### config.mk
export PLATFORM = sky130hd
export DESIGN_NAME = failsafe_output_passivation
export DESIGN_NICKNAME = d
export VERILOG_FILES = /design/src/fs_pkg.sv /design/src/ms_tick.sv /design/src/readback_check.sv /design/src/failsafe_output_passivation.sv
export SDC_FILE = /design/constraint.sdc
export NUM_CORES = 1
export LEC_CHECK = 0
export ABC_AREA = 1
export BUFFER_PORTS_ARGS = -buffer_cell sky130_fd_sc_hd__clkbuf_2
export CORE_ASPECT_RATIO = 2
export CORE_MARGIN = 1.5
export CORE_UTILIZATION = 65
export DETAILED_ROUTE_END_ITERATION = 10
export HOLD_SLACK_MARGIN = 0.03
export PLACE_DENSITY_LB_ADDON = 0.12
export SLEW_MARGIN = 20
export SYNTH_ARGS = -nofsm -noshare
export SYNTH_HDL_FRONTEND = slang
export SYNTH_SLANG_ARGS = --single-unit
### constraint.sdc
create_clock -name sys_clk_in -period 10 [get_ports sys_clk_in]
set_input_delay 2 -clock sys_clk_in [delete_from_list [all_inputs] [get_ports sys_clk_in]]
set_output_delay 2 -clock sys_clk_in [all_outputs]
set_load 0.02 [all_outputs]
### src/fs_pkg.sv
package fs_pkg;

    // ------------------------------------------------------------------
    // Clock and time base
    // ------------------------------------------------------------------
    localparam int CLK_HZ          = 20_000_000;
    localparam int TICK_MS         = 1;
    localparam int TICK_CYCLES     = CLK_HZ / 1000 * TICK_MS;
    localparam int AUX_RECOVERY_S  = 60;
    localparam int AUX_RECOVERY_MS = AUX_RECOVERY_S * 1000;
    localparam int BLINK_HALF_MS   = 250;
    localparam int NUM_CH          = 2;

    // ------------------------------------------------------------------
    // Register map
    // ------------------------------------------------------------------
    localparam int         ADDR_W      = 4;
    localparam int         DATA_W      = 16;
    localparam logic [3:0] REG_CONFIG  = 4'h0;
    localparam logic [3:0] REG_MONTIME = 4'h1;
    localparam logic [3:0] REG_STATUS  = 4'h2;
    localparam logic [3:0] REG_ACK     = 4'h3;

    // Configuration fields.
    localparam int CFG_EN_LSB    = 0;
    localparam int CFG_WB_LSB    = 2;
    localparam int CFG_RB_LSB    = 4;
    localparam int CFG_RB_STRIDE = 4;
    localparam int CFG_MODE_BIT  = 12;
    localparam int ACK_BIT       = 0;

    // Status fields.
    localparam int ST_CH_PASS_LSB = 0;
    localparam int ST_MOD_PASS    = 2;
    localparam int ST_SHORT_LSB   = 3;
    localparam int ST_DISCH_LSB   = 5;
    localparam int ST_WB_LSB      = 7;
    localparam int ST_SUPPLY      = 9;
    localparam int ST_AUX         = 10;
    localparam int ST_AWAIT       = 11;
    localparam int ST_PARAM       = 12;
    localparam int ST_COMM        = 13;

    // ------------------------------------------------------------------
    // Readback times and monitoring time
    // ------------------------------------------------------------------
    localparam int         RB_CODE_W   = 3;
    localparam logic [2:0] RB_CODE_MAX = 3'h6;
    localparam int         RB_MS_W     = 9;
    localparam logic [8:0] RB_MS_TABLE [0:6] = '{9'h001, 9'h005, 9'h00A, 9'h032,
                                                9'h064, 9'h0C8, 9'h190};
    localparam int          MON_W   = 14;
    localparam logic [13:0] MON_MIN = 14'h000A;
    localparam logic [13:0] MON_MAX = 14'h2710;

    // Reset values.
    localparam logic [1:0]  RST_CH_EN     = 2'h3;
    localparam logic [1:0]  RST_WB_EN     = 2'h0;
    localparam logic [2:0]  RST_RB_CODE   = 3'h0;
    localparam logic        RST_CHAN_MODE = 1'b0;
    localparam logic [13:0] RST_MON       = 14'h0096;

endpackage

### src/ms_tick.sv
`timescale 1ns/10ps
`default_nettype none

module ms_tick
    import fs_pkg::*;
#(
    parameter int CYCLES = TICK_CYCLES
) (
    // Clock and reset.
    input  wire logic clk_in,
    input  wire logic rst_n_in,
    // Millisecond enable.
    output logic      tick_out
);

    typedef struct packed {
        logic [15:0] cnt;
        logic        tick;
    } tick_state_s;

    tick_state_s s;
    tick_state_s next_s;

    // Free-running divider; the pulse lasts exactly one clock.
    always_comb begin
        next_s = s;
        next_s.tick = 1'b0;
        if (s.cnt == 16'(CYCLES - 1)) begin
            next_s.cnt = 16'h0000;
            next_s.tick = 1'b1;
        end else begin
            next_s.cnt = s.cnt + 16'h0001;
        end
    end

    // State register.
    always_ff @(posedge clk_in or negedge rst_n_in) begin
        if (!rst_n_in) begin
            s <= '0;
        end else begin
            s <= next_s;
        end
    end

    assign tick_out = s.tick;

endmodule

`default_nettype wire

### src/readback_check.sv
`timescale 1ns/10ps
`default_nettype none

module readback_check
    import fs_pkg::*;
(
    // Clock and reset.
    input  wire logic               clk_in,
    input  wire logic               rst_n_in,
    // Time base and setting.
    input  wire logic               tick_in,
    input  wire logic [RB_MS_W-1:0] limit_in,
    // Channel state.
    input  wire logic               active_in,
    input  wire logic               cmd_in,
    input  wire logic               volt_in,
    // Fault pulses.
    output logic                    short_out,
    output logic                    disch_out
);

    typedef struct packed {
        logic               prev_cmd;
        logic               testing;
        logic [RB_MS_W-1:0] cnt;
        logic [RB_MS_W-1:0] integ;
        logic               short_f;
        logic               disch_f;
    } chk_state_s;

    chk_state_s s;
    chk_state_s next_s;
    logic       mismatch;

    // A turn-off test opens when the output falls; the voltage must be gone
    // before the readback time ends. Mismatches feed an up/down integrator,
    // so a symmetric disturbance whose half period stays within the limit never reaches it, while a static
    // short or a cross feed from the neighbour channel always does.
    always_comb begin
        next_s = s;
        next_s.short_f = 1'b0;
        next_s.disch_f = 1'b0;
        next_s.prev_cmd = cmd_in;
        mismatch = (cmd_in != volt_in) && !s.testing;
        if (!active_in) begin
            next_s.testing = 1'b0;
            next_s.cnt = '0;
            next_s.integ = '0;
        end else begin
            if (cmd_in) begin
                next_s.testing = 1'b0;
            end else if (s.prev_cmd) begin
                next_s.testing = 1'b1;
                next_s.cnt = '0;
            end else if (s.testing) begin
                if (!volt_in) begin
                    next_s.testing = 1'b0;
                end else if (tick_in) begin
                    // The first tick may come right after the edge, so the count
                    // must pass the limit: up to one extra millisecond is the
                    // price for never cutting the readback time short.
                    if (s.cnt >= limit_in) begin
                        next_s.disch_f = 1'b1;
                        next_s.testing = 1'b0;
                    end else begin
                        next_s.cnt = s.cnt + 9'h001;
                    end
                end
            end
            if (tick_in && mismatch) begin
                if (s.integ >= limit_in) begin
                    next_s.short_f = 1'b1;
                    next_s.integ = '0;
                end else begin
                    next_s.integ = s.integ + 9'h001;
                end
            end else if (tick_in && s.integ != '0) begin
                next_s.integ = s.integ - 9'h001;
            end
        end
    end

    // State register.
    always_ff @(posedge clk_in or negedge rst_n_in) begin
        if (!rst_n_in) begin
            s <= '0;
        end else begin
            s <= next_s;
        end
    end

    assign short_out = s.short_f;
    assign disch_out = s.disch_f;

    a_short_limit: assert property (@(posedge clk_in) disable iff (!rst_n_in)
        short_out |-> $past(tick_in) && ($past(s.integ) >= $past(limit_in)))
        else $error("short reported before readback time elapsed");

    a_discharge_limit: assert property (@(posedge clk_in) disable iff (!rst_n_in)
        disch_out |-> $past(volt_in) && ($past(s.cnt) >= $past(limit_in)))
        else $error("discharge fault without elapsed readback time");

endmodule

`default_nettype wire

### src/failsafe_output_passivation.sv
// Implementation choices: the register offsets and the address-and-strobe port.
`timescale 1ns/10ps
`default_nettype none

module failsafe_output_passivation
    import fs_pkg::*;
#(
    parameter int MS_CYCLES   = TICK_CYCLES,
    parameter int RECOVERY_MS = AUX_RECOVERY_MS
) (
    // Clock and reset.
    input  wire logic              sys_clk_in,
    input  wire logic              reset_n_in,
    // Register port.
    input  wire logic [ADDR_W-1:0] addr_in,
    input  wire logic [DATA_W-1:0] wr_data_in,
    input  wire logic              wr_en_in,
    input  wire logic              rd_en_in,
    output logic      [DATA_W-1:0] rd_data_out,
    // Field side.
    input  wire logic [NUM_CH-1:0] cmd_in,
    input  wire logic [NUM_CH-1:0] readback_in,
    input  wire logic [NUM_CH-1:0] load_present_in,
    input  wire logic              supply_ok_in,
    input  wire logic              aux_ok_in,
    // Outputs and indicators.
    output logic      [NUM_CH-1:0] do_out,
    output logic                   fault_indicator_out,
    output logic                   power_indicator_out
);

    // ------------------------------------------------------------------
    // Reset release
    // ------------------------------------------------------------------
    logic rst_meta;
    logic rst_sync_n;

    // Assertion is immediate, release is taken through two flops.
    always_ff @(posedge sys_clk_in or negedge reset_n_in) begin
        if (!reset_n_in) begin
            rst_meta <= 1'b0;
            rst_sync_n <= 1'b0;
        end else begin
            rst_meta <= 1'b1;
            rst_sync_n <= rst_meta;
        end
    end

    // ------------------------------------------------------------------
    // State
    // ------------------------------------------------------------------
    typedef struct packed {
        logic [NUM_CH-1:0]                ch_en;
        logic [NUM_CH-1:0]                wb_en;
        logic [NUM_CH-1:0][RB_CODE_W-1:0] rb_code;
        logic                             chan_mode;
        logic [MON_W-1:0]                 mon_time;
        logic [MON_W-1:0]                 wd_cnt;
        logic [NUM_CH-1:0]                ch_pass;
        logic                             mod_pass;
        logic [NUM_CH-1:0]                short_f;
        logic [NUM_CH-1:0]                disch_f;
        logic [NUM_CH-1:0]                wb_f;
        logic                             supply_loss;
        logic                             aux_fault;
        logic [15:0]                      recov;
        logic                             await_ack;
        logic                             param_err;
        logic                             comm_fault;
        logic [7:0]                       blink_cnt;
        logic                             blink_on;
        logic [NUM_CH-1:0]                do_o;
        logic                             fault_ind;
        logic                             power_ind;
        logic [DATA_W-1:0]                rd_data;
    } top_state_s;

    top_state_s                       s;
    top_state_s                       next_s;
    logic                             tick;
    logic [NUM_CH-1:0]                short_p;
    logic [NUM_CH-1:0]                disch_p;
    logic [NUM_CH-1:0][RB_MS_W-1:0]   rb_limit;
    logic                             ack_wr;
    logic                             other_err;
    logic [RB_CODE_W-1:0]             code0;
    logic [RB_CODE_W-1:0]             code1;
    logic [MON_W-1:0]                 mon_wr;

    // ------------------------------------------------------------------
    // Time base and per-channel checkers
    // ------------------------------------------------------------------
    ms_tick #(
        .CYCLES   (MS_CYCLES)
    ) u_tick (
        .clk_in   (sys_clk_in),
        .rst_n_in (rst_sync_n),
        .tick_out (tick)
    );

    for (genvar g = 0; g < NUM_CH; g++) begin : gen_ch
        // Each channel looks up its own readback time.
        assign rb_limit[g] = RB_MS_TABLE[s.rb_code[g]];

        readback_check u_chk (
            .clk_in    (sys_clk_in),
            .rst_n_in  (rst_sync_n),
            .tick_in   (tick),
            .limit_in  (rb_limit[g]),
            .active_in (s.ch_en[g] & ~s.ch_pass[g] & ~s.mod_pass),
            .cmd_in    (s.do_o[g]),
            .volt_in   (readback_in[g]),
            .short_out (short_p[g]),
            .disch_out (disch_p[g])
        );
    end

    // Decoded write fields.
    assign ack_wr = wr_en_in && (addr_in == REG_ACK) && wr_data_in[ACK_BIT];
    assign code0 = wr_data_in[CFG_RB_LSB +: RB_CODE_W];
    assign code1 = wr_data_in[CFG_RB_LSB + CFG_RB_STRIDE +: RB_CODE_W];
    assign mon_wr = wr_data_in[MON_W-1:0];

    // ------------------------------------------------------------------
    // Next-state logic
    // ------------------------------------------------------------------
    // Clears from an acknowledge come first so that any fault raised in
    // the same cycle overrides them and is never lost.
    always_comb begin
        next_s = s;
        other_err = 1'b0;

        // Acknowledge ends passivation only once the auxiliary fault has cleared after the recovery time.
        if (ack_wr && !s.aux_fault) begin
            next_s.ch_pass = '0;
            next_s.mod_pass = 1'b0;
            next_s.short_f = '0;
            next_s.disch_f = '0;
            next_s.wb_f = '0;
            next_s.supply_loss = 1'b0;
            next_s.param_err = 1'b0;
            next_s.comm_fault = 1'b0;
            next_s.await_ack = 1'b0;
        end

        // Any write is a life sign from the controller.
        if (wr_en_in) begin
            next_s.wd_cnt = '0;
        end

        // Static settings; an illegal value is refused whole and flagged.
        if (wr_en_in && addr_in == REG_CONFIG) begin
            if (code0 > RB_CODE_MAX || code1 > RB_CODE_MAX) begin
                next_s.param_err = 1'b1;
            end else begin
                next_s.ch_en = wr_data_in[CFG_EN_LSB +: NUM_CH];
                next_s.wb_en = wr_data_in[CFG_WB_LSB +: NUM_CH];
                next_s.rb_code[0] = code0;
                next_s.rb_code[1] = code1;
                next_s.chan_mode = wr_data_in[CFG_MODE_BIT];
            end
        end else if (wr_en_in && addr_in == REG_MONTIME) begin
            if (mon_wr < MON_MIN || mon_wr > MON_MAX) begin
                next_s.param_err = 1'b1;
            end else begin
                next_s.mon_time = mon_wr;
            end
        end

        // Monitoring time watchdog on controller traffic.
        if (tick && !wr_en_in) begin
            if (s.wd_cnt + 14'h0001 >= s.mon_time) begin
                next_s.comm_fault = 1'b1;
                next_s.mod_pass = 1'b1;
            end else begin
                next_s.wd_cnt = s.wd_cnt + 14'h0001;
            end
        end

        // Channel faults and wire break diagnostics.
        for (int i = 0; i < NUM_CH; i++) begin
            if (short_p[i]) begin
                next_s.short_f[i] = 1'b1;
            end
            if (disch_p[i]) begin
                next_s.disch_f[i] = 1'b1;
            end
            if (short_p[i] || disch_p[i]) begin
                if (s.chan_mode) begin
                    next_s.ch_pass[i] = 1'b1;
                end else begin
                    next_s.mod_pass = 1'b1;
                end
            end
            if (tick && s.wb_en[i] && s.do_o[i] && !load_present_in[i]) begin
                next_s.wb_f[i] = 1'b1;
            end
        end

        // Module supply loss: log and passivate all or the enabled channels.
        if (!supply_ok_in) begin
            next_s.supply_loss = 1'b1;
            if (s.chan_mode) begin
                next_s.ch_pass = next_s.ch_pass | s.ch_en;
            end else begin
                next_s.mod_pass = 1'b1;
            end
        end

        // Auxiliary dip restarts the recovery minute; any drop restarts it.
        if (!aux_ok_in) begin
            next_s.aux_fault = 1'b1;
            next_s.mod_pass = 1'b1;
            next_s.recov = 16'h0000;
        end else if (s.aux_fault && tick) begin
            if (s.recov == 16'(RECOVERY_MS - 1)) begin
                next_s.aux_fault = 1'b0;
                next_s.await_ack = 1'b1;
            end else begin
                next_s.recov = s.recov + 16'h0001;
            end
        end

        // Blink phase generator, slow enough to be read by eye.
        if (tick) begin
            if (s.blink_cnt == 8'(BLINK_HALF_MS - 1)) begin
                next_s.blink_cnt = 8'h00;
                next_s.blink_on = ~s.blink_on;
            end else begin
                next_s.blink_cnt = s.blink_cnt + 8'h01;
            end
        end

        // Indicators: steady on for live faults, blinking for a pending ack.
        other_err = |{next_s.short_f, next_s.disch_f, next_s.wb_f,
                      next_s.param_err, next_s.comm_fault};
        next_s.fault_ind = next_s.aux_fault || other_err ||
                           (next_s.await_ack && next_s.blink_on);
        next_s.power_ind = supply_ok_in;

        // Passivated or disabled channels are held off.
        next_s.do_o = cmd_in & next_s.ch_en & ~next_s.ch_pass &
                      {NUM_CH{~next_s.mod_pass}};

        // Read data stands in the cycle after the strobe only.
        next_s.rd_data = '0;
        if (rd_en_in) begin
            if (addr_in == REG_CONFIG) begin
                next_s.rd_data[CFG_EN_LSB +: NUM_CH] = s.ch_en;
                next_s.rd_data[CFG_WB_LSB +: NUM_CH] = s.wb_en;
                next_s.rd_data[CFG_RB_LSB +: RB_CODE_W] = s.rb_code[0];
                next_s.rd_data[CFG_RB_LSB + CFG_RB_STRIDE +: RB_CODE_W] = s.rb_code[1];
                next_s.rd_data[CFG_MODE_BIT] = s.chan_mode;
            end else if (addr_in == REG_MONTIME) begin
                next_s.rd_data[MON_W-1:0] = s.mon_time;
            end else if (addr_in == REG_STATUS) begin
                next_s.rd_data[ST_CH_PASS_LSB +: NUM_CH] = s.ch_pass;
                next_s.rd_data[ST_MOD_PASS] = s.mod_pass;
                next_s.rd_data[ST_SHORT_LSB +: NUM_CH] = s.short_f;
                next_s.rd_data[ST_DISCH_LSB +: NUM_CH] = s.disch_f;
                next_s.rd_data[ST_WB_LSB +: NUM_CH] = s.wb_f;
                next_s.rd_data[ST_SUPPLY] = s.supply_loss;
                next_s.rd_data[ST_AUX] = s.aux_fault;
                next_s.rd_data[ST_AWAIT] = s.await_ack;
                next_s.rd_data[ST_PARAM] = s.param_err;
                next_s.rd_data[ST_COMM] = s.comm_fault;
            end
        end
    end

    // ------------------------------------------------------------------
    // State register
    // ------------------------------------------------------------------
    always_ff @(posedge sys_clk_in or negedge rst_sync_n) begin
        if (!rst_sync_n) begin
            s <= '0;
            s.ch_en <= RST_CH_EN;
            s.wb_en <= RST_WB_EN;
            s.rb_code <= {NUM_CH{RST_RB_CODE}};
            s.chan_mode <= RST_CHAN_MODE;
            s.mon_time <= RST_MON;
        end else begin
            s <= next_s;
        end
    end

    assign rd_data_out = s.rd_data;
    assign do_out = s.do_o;
    assign fault_indicator_out = s.fault_ind;
    assign power_indicator_out = s.power_ind;

    // ------------------------------------------------------------------
    // Checks
    // ------------------------------------------------------------------
    a_output_gated: assert property (@(posedge sys_clk_in) disable iff (!rst_sync_n)
        s.mod_pass && !ack_wr |=> do_out == '0)
        else $error("output driven while module passivated");

    a_aux_passivate: assert property (@(posedge sys_clk_in) disable iff (!rst_sync_n)
        !aux_ok_in |=> s.mod_pass && fault_indicator_out && do_out == '0)
        else $error("auxiliary dip did not passivate module");

    a_power_off: assert property (@(posedge sys_clk_in) disable iff (!rst_sync_n)
        !supply_ok_in |=> !power_indicator_out && s.supply_loss)
        else $error("supply loss not shown");

    a_whole_default: assert property (@(posedge sys_clk_in) disable iff (!rst_sync_n)
        !s.chan_mode && (short_p != '0 || disch_p != '0) |=> s.mod_pass)
        else $error("channel fault did not passivate module");

    a_chan_only: assert property (@(posedge sys_clk_in) disable iff (!rst_sync_n)
        s.chan_mode && short_p[0] |=> s.ch_pass[0])
        else $error("channel fault did not passivate channel");

    a_await_hold: assert property (@(posedge sys_clk_in) disable iff (!rst_sync_n)
        s.await_ack && !ack_wr |=> s.await_ack)
        else $error("pending acknowledge ended without acknowledge");

    a_aux_stays: assert property (@(posedge sys_clk_in) disable iff (!rst_sync_n)
        $fell(s.aux_fault) |-> s.mod_pass && s.await_ack &&
            $past(s.recov) == RECOVERY_MS - 1)
        else $error("auxiliary recovery timing or passivation wrong");

    a_montime_range: assert property (@(posedge sys_clk_in) disable iff (!rst_sync_n)
        s.mon_time >= MON_MIN && s.mon_time <= MON_MAX)
        else $error("monitoring time out of range");

    a_rb_code: assert property (@(posedge sys_clk_in) disable iff (!rst_sync_n)
        s.rb_code[0] <= RB_CODE_MAX && s.rb_code[1] <= RB_CODE_MAX)
        else $error("readback code outside allowed set");

endmodule

`default_nettype wire

==> key figures <==
CTS
  – Clock Tree Root: clkbuf_16
  – Reg clk slew, reported paths: 0.07 ns
  – Worst-skew pair later-pin latency: 0.44 ns
  – CTS Hold Bufs: 0
  – Setup Buffers After CTS: 0
  – Htree depth: 4
  – Clock sinks: 159
  – Post_cts resized: 0
  – Clock buffer count from CTS: 17
  – TritonCTS clock tree: built
  – Longest Clk Path Bufs: 2

Cells and area
  – Layout cells sized above 1: 0.0894
  – Final std cells w/o fill: 1,560
  – Final nets: 1,448
  – Fill count: 1,223
  – Area of the multi-input gates: 5050 um^2
  – # diodes: 0
  – Reg area: 3990 um^2
  – Post-layout util: 0.728
  – Area growth from synthesis to layout: 8.93%

Hold path
  – Hold Path Class: flop to async pin

Floorplanning
  – Die ar.: 16,100 um^2
  – Die width: 90.5 um
  – Core region area: 14,900 um^2
  – # IOs: 52
  – Die H: 178 um
  – Rows: 63
  – Initial Utilization: 0.668

GRT
  – Vias in the first global route: 8,909
  – Largest net degree at the start of global routing: 82
  – Grt met1 use: 0.315
  – First-pass GRT wire length: 40,100 um
  – Global-route track usage on met2: 0.607
  – Grt met3 use: 0.0405
  – GR Overflow Total: 0
  – Overall routing resource usage: 0.313
  – Initial antenna violation count: 0
  – GR peak layer: met2

Synthesis
  – Synth Instances: 1,321
  – Synth Area in Compound Gates: 0.114
  – Yosys warns: 0
  – Largest family of logic cells by synthesized area: simple AND/OR/NAND/NOR gates
  – Synth top area share: 0.385
  – Sequential-to-total area share from yosys stat: 0.401
  – Avg Inst Size Synth: 7.53 um^2
  – Mapped cell area: 9950 um^2
  – EDFF count, synth: 0
  – Synth Area in Adders: 0.0805
  – Post-Synth XOR/XNOR Area: 0.0273
  – Netlist cell types: 47
  – Async SR Flop Fraction: 1.00
  – Area contributors post-synth: dfrtp_1 38%, nand2_1 12%, ha_1 8.0%
  – Synth area leader: dfrtp_1
  – Synth Register Bits: 159
  – Main synth FF type: dfrtp_1
  – Simple-gate portion of the synthesized area: 0.282
  – Mux cell area share after synthesis: 0.00226

Worst setup path
  – Crit path from: addr_in[3]
  – Critical Path Fanout Max: 21
  – Critical Path Sink Type: flop
  – WS Path Type: input port to flop
  – Worst stage delay on the critical path: 0.59 ns
  – CP cell instances: clkbuf_2 -> inv_1 -> nand2_1 -> nor2_1 -> nand2_2 -> nor2_1 -> nand3_1 -> o21ai_1 -> nand3_1 -> nor2_1
  – Most frequent CP cell: nor2_1
  – Crit path required time: 10.37 ns
  – Startpoint type of the worst setup path: input port
  – Slowest stage cell, crit path: nand3_1
  – Worst EP arrival: 4.65 ns
  – R2R Path Start: s[59]

Timing
  – Final setup fails: 0
  – Tcrit/Tclk final: 0.428
  – Worst-Margin Slew: 1.05 ns
  – Slew HR: 0.298
  – Post-route setup slack: 5.72 ns
  – Clk_skew: 0.00919 ns
  – TNS Setup: 0 ns
  – Final Hold Vio Count: 0
  – RSZ-0062 raised after global routing: false
  – Fmax: 234 MHz
  – Tmin final: 4.28 ns
  – Slew Viols, Final: 0

Route
  – Vias post-DR: 8,977
  – Post-Route WL: 24,200 um
  – DR WL/cell: 15.5 um
  – DRC violations left: 0
  – Final ANT Viol Nets: 0
  – Detailed Route Iter0 Violations: 498
  – Drt pass-1 iters: 5
  – Vias per inst: 5.75

Pwr
  – Final Power: 1.60 mW
  – Leakage Power: 5.58 nW
  – Cell Pwr Density: 147 nW/um^2
  – Peak VDD IR: 122 uV

Placed design
  – Port-buffer cells: 47
  – Post-detail-place hpwl: 17,900 um
  – DP Cell Count: 1,527
  – Place WS: 5.42 ns
  – Routability Congestion: 0.970

Job
  – Max-Cap Viols: 0

Status
  – Status: completed
[synth_stat cells (all sizes together) (9+ instances only)]
cell,number
nand4,41
nor3,25
ha,64
dfrtp,153
nand3,87
o211ai,11
a21oi,61
o21ai,102
inv,174
xor2,27
or2,9
nand2,330
buf,31
nor2,133
[registers in the layout (all words and copies together) (netlist names)]
signal and count:
gen_ch.u_chk.short_out 2, gen_ch.u_chk.s 40, rd_data_out 14, s 78, power_indicator_out 1, u_tick.tick_out 1
rst_meta 1, do_out 2, fault_indicator_out 1, gen_ch.u_chk.disch_out 2, u_tick.s 16, rst_sync_n 1
[worst max-delay path, delay by kind of cell]
family	cells	cell delay, ns
AO/OA/AOI/OAI	1	0.41
buffers and inverters	2	0.12
AND/OR/NAND/NOR	7	2.10
[metrics by stage]
| step | hold slack, ns | cell area (um^2) |
|---|---|---|
| 6_report | 0.217 | 10800 |
| 5_1_grt | 0.240 | 10800 |
| 4_1_cts | 0.366 | 10800 |
| 3_5_place_dp | 0.351 | 10200 |
| 3_3_place_gp | 0.341 | 10200 |
| 2_1_floorplan | 0.331 | 9950 |
[area by class of cell]
type / count / share of cell area
inverter: 177 / 0.0613
clock buffer: 18 / 0.0405
sequential: 159 / 0.368
timing repair buffer: 50 / 0.0260
multi-input combinational: 947 / 0.466
clock inverter: 14 / 0.0157
tap: 195 / 0.0225
[routing by layer]
metal	vias to the layer above	share of wire
met4	0	0.046
met2	252	0.56
met1	4259	0.36
met3	82	0.037
li1	4384	-
met5	-	0
[final timing paths]
kind | to | slack, ns | cells after the start
setup / recovery | do_out[0] | 5.72 | 10
hold reg to reg | s[69] | 0.22 | 0
max in group asynchronous | u_tick.s[8] | 8.40 | 2
min in group sys_clk_in | rst_sync_n | 0.36 | 0
hold / removal | s[69] | 0.22 | 0
setup reg to reg | s[63] | 6.72 | 12
[cell families (layout without fill, tap and decap cells)]
| group | count (synthesis) | after routing |
|---|---|---|
| multiplexers | 2 | 2 |
| flip-flops | 159 | 159 |
| AO/OA/AOI/OAI | 201 | 201 |
| other | 2 | 3 |
| AND/OR/NAND/NOR | 646 | 646 |
| adder cells (fa/ha/maj) | 64 | 64 |
| XOR/XNOR | 31 | 31 |
| buffers and inverters | 216 | 259 |
[power breakdown]
| part | switching, mW | leakage, nW | internal, mW |
|---|---|---|---|
| Combinational | 0.142 | 3.22 | 0.0756 |
| Sequential | 0.0242 | 2.07 | 0.675 |
| Clock | 0.295 | 0.294 | 0.384 |
[cells in the final DEF (no fill, tap or decap), types with 6 or more instances in the layout]
master / count
inv_2: 10
nor3_1: 23
o21ai_2: 7
nor3b_1: 7
o21ai_1: 44
inv_1: 164
dfrtp_1: 152
clkbuf_2: 47
o21ai_0: 51
nand3b_1: 8
nand2_1: 325
a21oi_1: 60
nor2_1: 130
nand4_1: 41
nand3_1: 87
dfstp_2: 6
clkbuf_16: 17
ha_1: 64
o211ai_1: 11
xor2_1: 27
(Power assumes the default switching activity.)
